===== src/rtl/dbgtc_pkg.sv =====
// package for the debug trigger and debug control/status csr block
package dbgtc_pkg;
    // ***********************************
    // csr addresses
    // ***********************************
    localparam logic [11:0] DBGTC_ADDR_TCMP    = 12'h7A2;
    localparam logic [11:0] DBGTC_ADDR_DCS     = 12'h7B0;

    // ***********************************
    // trigger control field positions
    // ***********************************
    localparam int          DBGTC_TC_LOAD      = 0;
    localparam int          DBGTC_TC_STORE     = 1;
    localparam int          DBGTC_TC_EXEC      = 2;
    localparam int          DBGTC_TC_MEN       = 6;

    // ***********************************
    // debug control/status field positions and values
    // ***********************************
    localparam int          DBGTC_DCS_VER_LSB  = 28;
    localparam int          DBGTC_DCS_BRKM     = 15;
    localparam int          DBGTC_DCS_STEPIE   = 11;
    localparam int          DBGTC_DCS_STOPCNT  = 10;
    localparam int          DBGTC_DCS_STOPTIM  = 9;
    localparam int          DBGTC_DCS_CAUSE_LSB = 6;
    localparam logic [3:0]  DBGTC_DCS_VER      = 4'h4;
    localparam logic [31:0] DBGTC_TCMP_RST     = 32'h0000_0000;
    localparam logic [2:0]  DBGTC_TC_RST       = 3'h0;

    // ***********************************
    // entry cause codes
    // ***********************************
    localparam logic [2:0]  DBGTC_CAUSE_NONE   = 3'h0;
    localparam logic [2:0]  DBGTC_CAUSE_BRK    = 3'h1;
    localparam logic [2:0]  DBGTC_CAUSE_TRIG   = 3'h2;
    localparam logic [2:0]  DBGTC_CAUSE_HALT   = 3'h3;
    localparam logic [2:0]  DBGTC_CAUSE_STEP   = 3'h4;
    localparam logic [2:0]  DBGTC_CAUSE_RHALT  = 3'h5;

    // csr access from the pipeline
    typedef struct packed {
        logic        rd;
        logic        wr;
        logic [11:0] addr;
        logic [31:0] wdata;
    } dbgtc_csr_req_s;

    // pipeline events that can enter debug mode
    typedef struct packed {
        logic        trig;
        logic        brk;
        logic        rhalt;
        logic        halt;
        logic        step;
    } dbgtc_entry_s;

    // memory-side activity compared by the trigger
    typedef struct packed {
        logic        ex_vld;
        logic [31:0] ex_addr;
        logic        ld_vld;
        logic [31:0] ld_addr;
        logic        st_vld;
        logic [31:0] st_addr;
        logic [31:0] st_data;
    } dbgtc_mem_s;

    // block state
    typedef struct packed {
        logic [2:0]  ttype;
        logic        men;
        logic [31:0] tcmp;
        logic        brkm;
        logic        stepie;
        logic        stopcnt;
        logic [2:0]  cause;
        logic [31:0] rdata;
        logic        illegal;
        logic        hit;
        logic        brk_dbg;
        logic        brk_exc;
        logic        int_ok;
        logic        cnt_en;
    } dbgtc_state_s;
endpackage


===== src/rtl/dbgtc_csr.sv =====
// debug trigger match and debug control/status csr logic for an m-mode-only core
`timescale 1ns/10ps
module dbgtc_csr
    import dbgtc_pkg::*;
(
    input  wire logic                     clk,          // core clock, 40 MHz
    input  wire logic                     rst_b,        // async reset, active low
    input  wire dbgtc_pkg::dbgtc_csr_req_s csr_req,     // csr read/write request
    input  wire logic [2:0]               tc_type_wdata, // trigger type bits to load
    input  wire logic                     tc_men_wdata, // trigger m-mode enable to load
    input  wire logic                     tc_wr,        // trigger control write strobe
    input  wire logic                     dbg_mode,     // hart in debug mode
    input  wire logic                     stepping,     // single step in progress
    input  wire logic                     brk_exec,     // breakpoint instr in m-mode
    input  wire dbgtc_pkg::dbgtc_entry_s  entry,        // debug entry reasons this cycle
    input  wire dbgtc_pkg::dbgtc_mem_s    mem,          // addresses/data to compare
    output logic [31:0]                   csr_rdata,    // read data, one cycle later
    output logic                          csr_illegal,  // illegal access pulse
    output logic                          trig_hit,     // trigger match pulse
    output logic                          brk_to_dbg,   // breakpoint enters debug
    output logic                          brk_to_exc,   // breakpoint takes exception
    output logic                          int_allow,    // interrupts permitted
    output logic                          cnt_en,       // counters may increment
    output logic [2:0]                    tc_type,      // trigger type bits
    output logic                          tc_men        // trigger m-mode enable
);
    import dbgtc_pkg::*;

    // ***********************************
    // reset release
    // ***********************************
    logic rst_s1_r;
    logic rst_b_r;

    // two-stage release keeps deassertion synchronous
    always_ff @(posedge clk or negedge rst_b) begin
        if (!rst_b) begin
            rst_s1_r <= 1'b0;
            rst_b_r  <= 1'b0;
        end else begin
            rst_s1_r <= 1'b1;
            rst_b_r  <= rst_s1_r;
        end
    end

    // ***********************************
    // helpers
    // ***********************************
    // priority pick of entry cause
    function automatic logic [2:0] pick_cause(input dbgtc_entry_s e);
        logic [2:0] c;
        c = DBGTC_CAUSE_NONE;
        if (e.trig) c = DBGTC_CAUSE_TRIG;
        else if (e.brk) c = DBGTC_CAUSE_BRK;
        else if (e.rhalt) c = DBGTC_CAUSE_RHALT;    // full code kept
        else if (e.halt) c = DBGTC_CAUSE_HALT;
        else if (e.step) c = DBGTC_CAUSE_STEP;
        return c;
    endfunction

    // full view of the control/status word
    function automatic logic [31:0] dcs_word(input dbgtc_state_s s);
        logic [31:0] w;
        w = 32'h0000_0000;                           // fixed zeros
        w[DBGTC_DCS_VER_LSB +: 4]   = DBGTC_DCS_VER;
        w[DBGTC_DCS_BRKM]           = s.brkm;
        w[DBGTC_DCS_STEPIE]         = s.stepie;
        w[DBGTC_DCS_STOPCNT]        = s.stopcnt;
        w[DBGTC_DCS_CAUSE_LSB +: 3] = s.cause;
        return w;
    endfunction

    // ***********************************
    // state
    // ***********************************
    dbgtc_state_s st_r;
    dbgtc_state_s st_nxt;
    logic         acc;
    logic         m_exec;
    logic         m_ld;
    logic         m_st;

    // compares: instruction match masks bit zero
    assign m_exec = mem.ex_vld && st_r.ttype[DBGTC_TC_EXEC]
                    && (mem.ex_addr[31:1] == st_r.tcmp[31:1]);
    assign m_st   = mem.st_vld && st_r.ttype[DBGTC_TC_STORE]
                    && (mem.st_addr == st_r.tcmp || mem.st_data == st_r.tcmp);
    assign m_ld   = mem.ld_vld && st_r.ttype[DBGTC_TC_LOAD]
                    && (mem.ld_addr == st_r.tcmp);
    assign acc    = csr_req.rd | csr_req.wr;

    // next-state: csr access, trigger, cause capture
    always_comb begin
        st_nxt         = st_r;
        st_nxt.illegal = 1'b0;
        st_nxt.rdata   = 32'h0000_0000;
        if (tc_wr) begin
            st_nxt.ttype = tc_type_wdata;
            st_nxt.men   = tc_men_wdata;
        end
        if (acc && csr_req.addr == DBGTC_ADDR_TCMP) begin
            st_nxt.rdata = st_r.tcmp;
            if (csr_req.wr) st_nxt.tcmp = csr_req.wdata;
        end else if (acc && csr_req.addr == DBGTC_ADDR_DCS) begin
            if (!dbg_mode) begin
                st_nxt.illegal = 1'b1;
            end else begin
                st_nxt.rdata = dcs_word(st_r);
                if (csr_req.wr) begin
                    // only writable bits are taken
                    st_nxt.brkm    = csr_req.wdata[DBGTC_DCS_BRKM];
                    st_nxt.stepie  = csr_req.wdata[DBGTC_DCS_STEPIE];
                    st_nxt.stopcnt = csr_req.wdata[DBGTC_DCS_STOPCNT];
                end
            end
        end
        // hardware cause update beats any write
        if (|entry) st_nxt.cause = pick_cause(entry);
        st_nxt.hit     = st_r.men && (m_exec || m_st || m_ld) && !dbg_mode;
        st_nxt.brk_dbg = brk_exec && !dbg_mode && st_r.brkm;
        st_nxt.brk_exc = brk_exec && !dbg_mode && !st_r.brkm;
        st_nxt.int_ok  = !dbg_mode && (!stepping || st_r.stepie);
        st_nxt.cnt_en  = !(st_r.stopcnt && (dbg_mode
                          || (brk_exec && st_r.brkm)));
    end

    // register the whole state
    always_ff @(posedge clk or negedge rst_b_r) begin
        if (!rst_b_r) begin
            st_r        <= '0;
            st_r.ttype  <= DBGTC_TC_RST;
            st_r.tcmp   <= DBGTC_TCMP_RST;
            st_r.int_ok <= 1'b1;
            st_r.cnt_en <= 1'b1;
        end else begin
            st_r <= st_nxt;
        end
    end

    // outputs straight from flops
    assign csr_rdata   = st_r.rdata;
    assign csr_illegal = st_r.illegal;
    assign trig_hit    = st_r.hit;
    assign brk_to_dbg  = st_r.brk_dbg;
    assign brk_to_exc  = st_r.brk_exc;
    assign int_allow   = st_r.int_ok;
    assign cnt_en      = st_r.cnt_en;
    assign tc_type     = st_r.ttype;
    assign tc_men      = st_r.men;
endmodule


===== config.mk =====
export PLATFORM = sky130hd
export DESIGN_NAME = dbgtc_csr
export DESIGN_NICKNAME = d
export VERILOG_FILES = /design/src/rtl/dbgtc_pkg.sv /design/src/rtl/dbgtc_csr.sv
export SDC_FILE = /design/constraint.sdc
export NUM_CORES = 1
export LEC_CHECK = 0
export BUFFER_PORTS_ARGS = -buffer_cell sky130_fd_sc_hd__buf_2
export CORE_UTILIZATION = 40
export CTS_BUF_LIST = sky130_fd_sc_hd__clkbuf_4 sky130_fd_sc_hd__clkbuf_8
export DETAILED_ROUTE_END_ITERATION = 8
export PLACE_DENSITY_LB_ADDON = 0.15
export SLEW_MARGIN = 20
export SYNTH_ARGS = -nofsm -noshare
export SYNTH_HDL_FRONTEND = slang
export SYNTH_SLANG_ARGS = --single-unit

===== constraint.sdc =====
create_clock -name clk -period 3.55 [get_ports clk]
set_input_delay 0.355 -clock clk [delete_from_list [all_inputs] [get_ports clk]]
set_output_delay 0.355 -clock clk [all_outputs]
set_load 0.01 [all_outputs]

# [Yosys cells after proc, flatten, opt, wreduce, memory -nomap -nowiden]
# Cells that the tools add are included.
[word_totals] ff_bits=82 inputBits=192 output_inout_bits=42
[op_classes] n_eq_ne=6 n_mux=10 n_bitwise=2 reduce_logical=28
[op_table] operator="$eq 32x32->1" count=3
[op_table] operator="$mux 32" count=2
[op_table] operator="$eq 31x31->1" count=1
[op_table] operator="$mux 31" count=1
[op_table] operator="$eq 12x11->1 const B" count=2
[op_table] operator="$logic_and 1x1->1" count=16
[op_table] operator="$mux 3" count=5
[op_table] operator="$logic_or 1x1->1" count=5
[op_table] operator="$reduce_or 5->1" count=1
[op_table] operator="$logic_not 1->1" count=4
[op_table] operator="$reduce_and 4->1" count=1
[op_table] operator="$mux 1" count=2
[op_table] operator="$reduce_and 2->1" count=1
[op_table] operator="$not 1->1" count=1
[op_table] operator="$or 1x1->1" count=1

# [Logic depth before layout (Yosys ltp)]
[logic_depth] depth_word=7 ltp_mapped=6 depth_no_buf=5

# [Worst setup path after synthesis]
# Ideal clock, no wire load.
[synth_path] path_type="input to register" from="in csr_req[38] (netlist name)" to="reg st_r[44] (netlist name)" setup_ns=0.125 arrival_ns=1.667 required_ns=3.425 path_slack_ns=1.758 path_stages=6 n_path_buf=1 cell_sequence="and4bb_1 -> o2111ai_2 -> nor3b_4 -> nand2_4 -> buf_6 -> mux2_4"
[synth_between] elab_chain_cells=3
[synth_rtl] item="from (decl)" line="dbgtc_csr.sv:8" text="input wire dbgtc_pkg::dbgtc_csr_req_s csr_req,"
[synth_rtl] item="$eq 12x11->1" line="dbgtc_csr.sv:101" text="if (acc && csr_req.addr == DBGTC_ADDR_TCMP) begin"
[synth_rtl] item="$logic_and 1x1->1" line="dbgtc_csr.sv:101"
[synth_rtl] item="$reduce_and 2->1 (no line)"
[synth_rtl] item="to (signal assigned)" line="dbgtc_csr.sv:136" text="st_r <= st_nxt;"
[synth_rtl] item="to (decl)" line="dbgtc_csr.sv:76" text="dbgtc_state_s st_r;"
# Every way passes these cells.
# A chain may end at the register's enable or synchronous reset.

# [Final worst setup path]
[layout_path] from="in csr_req[38] (netlist name)" to="reg st_r[64] (netlist name)"
# The elaborated chain is that of the path after synthesis.

==> flow_summary.ini <==
[outcome]
outcome = complete, but fails checks
failed_checks = DRC

[worst_hold_path]
hp-start = stepping
hold_class = input port to flip-flop
whs_endpoint = int_allow
min_path_cells = 2

[global_route]
grt_pass1_wl_mm = 21.7
gr-total-overflow = 0
gr-usage-all-layers_pct = 23.5
grt_max_degree = 81
grt_pass1_vias = 3958
antenna_found_initial = 0

[pwr]
leakagePower_nw = 3.05
power.total_mw = 1.92
peakVddDrop_uv = 156
powerDensity_nw_per_um2 = 319

[detailed_routing]
drc = 15
via_count = 3637
drt_iter0_drc = 125
drtAntennaViolNets = 0
viasPerCell = 4.86
post_drt_wl_per_cell_microns = 18.9
drt-total-wl_mm = 14.2
first_pass_iters = 9

[placed_design]
dpl.hpwl_mm = 11.3
place_congestion = 0.831
dpl-instance-area_sq_um = 5770
port_buffers = 232

[synth]
netlist_instances = 427
ys.flop_type = dfrtp_1
seq_area_frac_synth_pct = 42.4
yosysUniqueCellTypes = 36
synth_top_area_cell = dfrtp_1
synth_nets = 619
synth-async-reset-ratio_pct = 100
synth_edf_count = 0
synth_top_area_share_pct = 41.4
ys_ff_latch = 82
yosysWarningCount = 0
post_synth_most_frequent_cells = 108 x xnor2_1, 80 x dfrtp_1, 35 x buf_4
syn_area_sq_um = 4840
synth.area.top_cells = dfrtp_1 41%, xnor2_1 20%, mux2_4 9.3%, buf_4 5.4%, nand4_1 3.7%
synth_most_common_cell = xnor2_1
avgSynthCellArea_sq_um = 11.3

[cts]
clk_path_buf_depth = 2
cts_tree = yes
clk_pin_slew_ps = 80
cts-htree-levels = 3
clkLatencyLatePin_ps = 360
postCtsSetupBuffers = 0
cts_root_buffer = clkbuf_8
cts_buffers = 9
cts_resized = 0
cts.sinks = 82

[floorplan]
core.rowCount = 39
die_x_microns = 112
die-area_sq_um = 12500
core_sq_um = 11600
dieHeight_microns = 112
io_pins = 234
start_util_pct = 41.7

[critical_path]
worstPathMaxFanout = 33
endpoint_kind = flip-flop
arrival_ps = 2330
cp-start-kind = input port
regToRegEndpoint = trig_hit
rrSetupSlack_ps = 1600
reg2reg_depth = 5
reg2reg_from = st_r[74]
critPathKind = input port to flip-flop
cp.required_ps = 3790

[sta]
holdWs_ps = 124
tns_ps = 0
drv_slew = 0
fmax_mhz = 480
worst_pin_slew_ps = 620
finalSetupViolations = 0
rsz0062_at_grt = no
finClkSkew_ps = 8.14
fin_crit_sh_pct = 58.7
period_minus_slack_ps = 2090
hold_viol = 0
slew_headroom_pct = 58.3

[job]
max-cap-violations = 0

[finish]
utilization_pct = 51.8
design_area_sq_um = 6020
fin_nets = 793
area_delta_synth_final_pct = 24.3
post_route_cells_drive_above_1_share_pct = 48.8
diodes = 0
==> placed cells by master, fill, tap and decap left out, drive strengths merged, types with 2 or more instances in the layout <==
cell      n
inv       5
a22o      6
mux2     39
and2     25
nor4     11
clkbuf   11
a21o      2
nor3b     2
nand2     4
xor2     19
dfrtp    80
a21oi     3
nand4    29
buf     235
nor3      3
nand3     3
xnor2   108
dfstp     2
nor2      4
==> what timing repair did <==
item	in CTS	in global routing
endpoints found under the hold margin	2	0
endpoints found under the setup margin	0	0
hold buffers	1	0
==> worst max-delay path: stages <==
cell       delay (ps)
buf_2              90
and4bb_1          260
o2111ai_2         170
nor3b_4           210
buf_4             360
nand2_4           410
mux2_4            430
==> per-stage QoR <==
stage | std cells | worst slack [ps]
detailed placement | 731 | 1060
global route | 749 | 1360
floorplan | 427 | 1100
global placement | 731 | 1090
finish | 749 | 1460
CTS | 748 | 1450
==> kinds of logic (layout without fill, tap and decap cells) <==
kind of cell           count (synthesis)  count (layout)  synth area share [%]
XOR/XNOR                             127             127                  23.0
AND/OR/NAND/NOR                       87              87                  11.5
flip-flops                            82              82                  42.4
buffers and inverters                 76             255                  9.10
multiplexers                          39              39                  11.4
AO/OA/AOI/OAI                         15              15                  2.51
other                                  1               1                0.0775
==> flip-flops by register name, summed over array words and instances, names as in the netlist <==
| name | count |
|---|---|
| rst_b_r | 1 |
| brk_to_dbg | 1 |
| tc_type | 3 |
| trig_hit | 1 |
| csr_illegal | 1 |
| brk_to_exc | 1 |
| csr_rdata | 32 |
| int_allow | 1 |
| cnt_en | 1 |
| rst_s1_r | 1 |
| tc_men | 1 |
| st_r | 38 |
==> worst max-delay path by stage <==
stage	startpoint	end	slack, ps	cells past startpoint
detailed placement	csr_req[38]	st_r[73]	1060	7
global placement	csr_req[38]	st_r[73]	1090	7
floorplan	rst_b_r	brk_to_dbg	1100	0
finish	csr_req[38]	st_r[64]	1460	7
CTS	csr_req[38]	st_r[73]	1450	7
global route	csr_req[38]	st_r[64]	1360	7
==> metal layers <==
metal | share of wire [%] | GRT usage (%)
met1 | 41 | 28.5
met3 | 7.1 | 5.72
met5 | 0 | 0
met4 | 2.1 | 8.53
met2 | 50 | 40.7
==> where the power goes <==
| part | total, mW | switching (mW) | internal, mW | leakage, nW |
|---|---|---|---|---|
| Combinational | 0.244 | 0.100 | 0.144 | 1.83 |
| Sequential | 0.960 | 0.0156 | 0.944 | 1.12 |
| Clock | 0.717 | 0.350 | 0.367 | 0.106 |
| Total | 1.92 | 0.466 | 1.45 | 3.05 |
==> area by class of cell <==
cell class,count,area (sq um)
fillers,1145,5590
well taps,143,179
flip-flops and latches,82,2060
clock buffers,11,151
multi-input cells,269,2350
clock inverters,5,60.1
repair buffers,236,1210
inverters,3,11.3
Power figures use the tool's default switching activity.
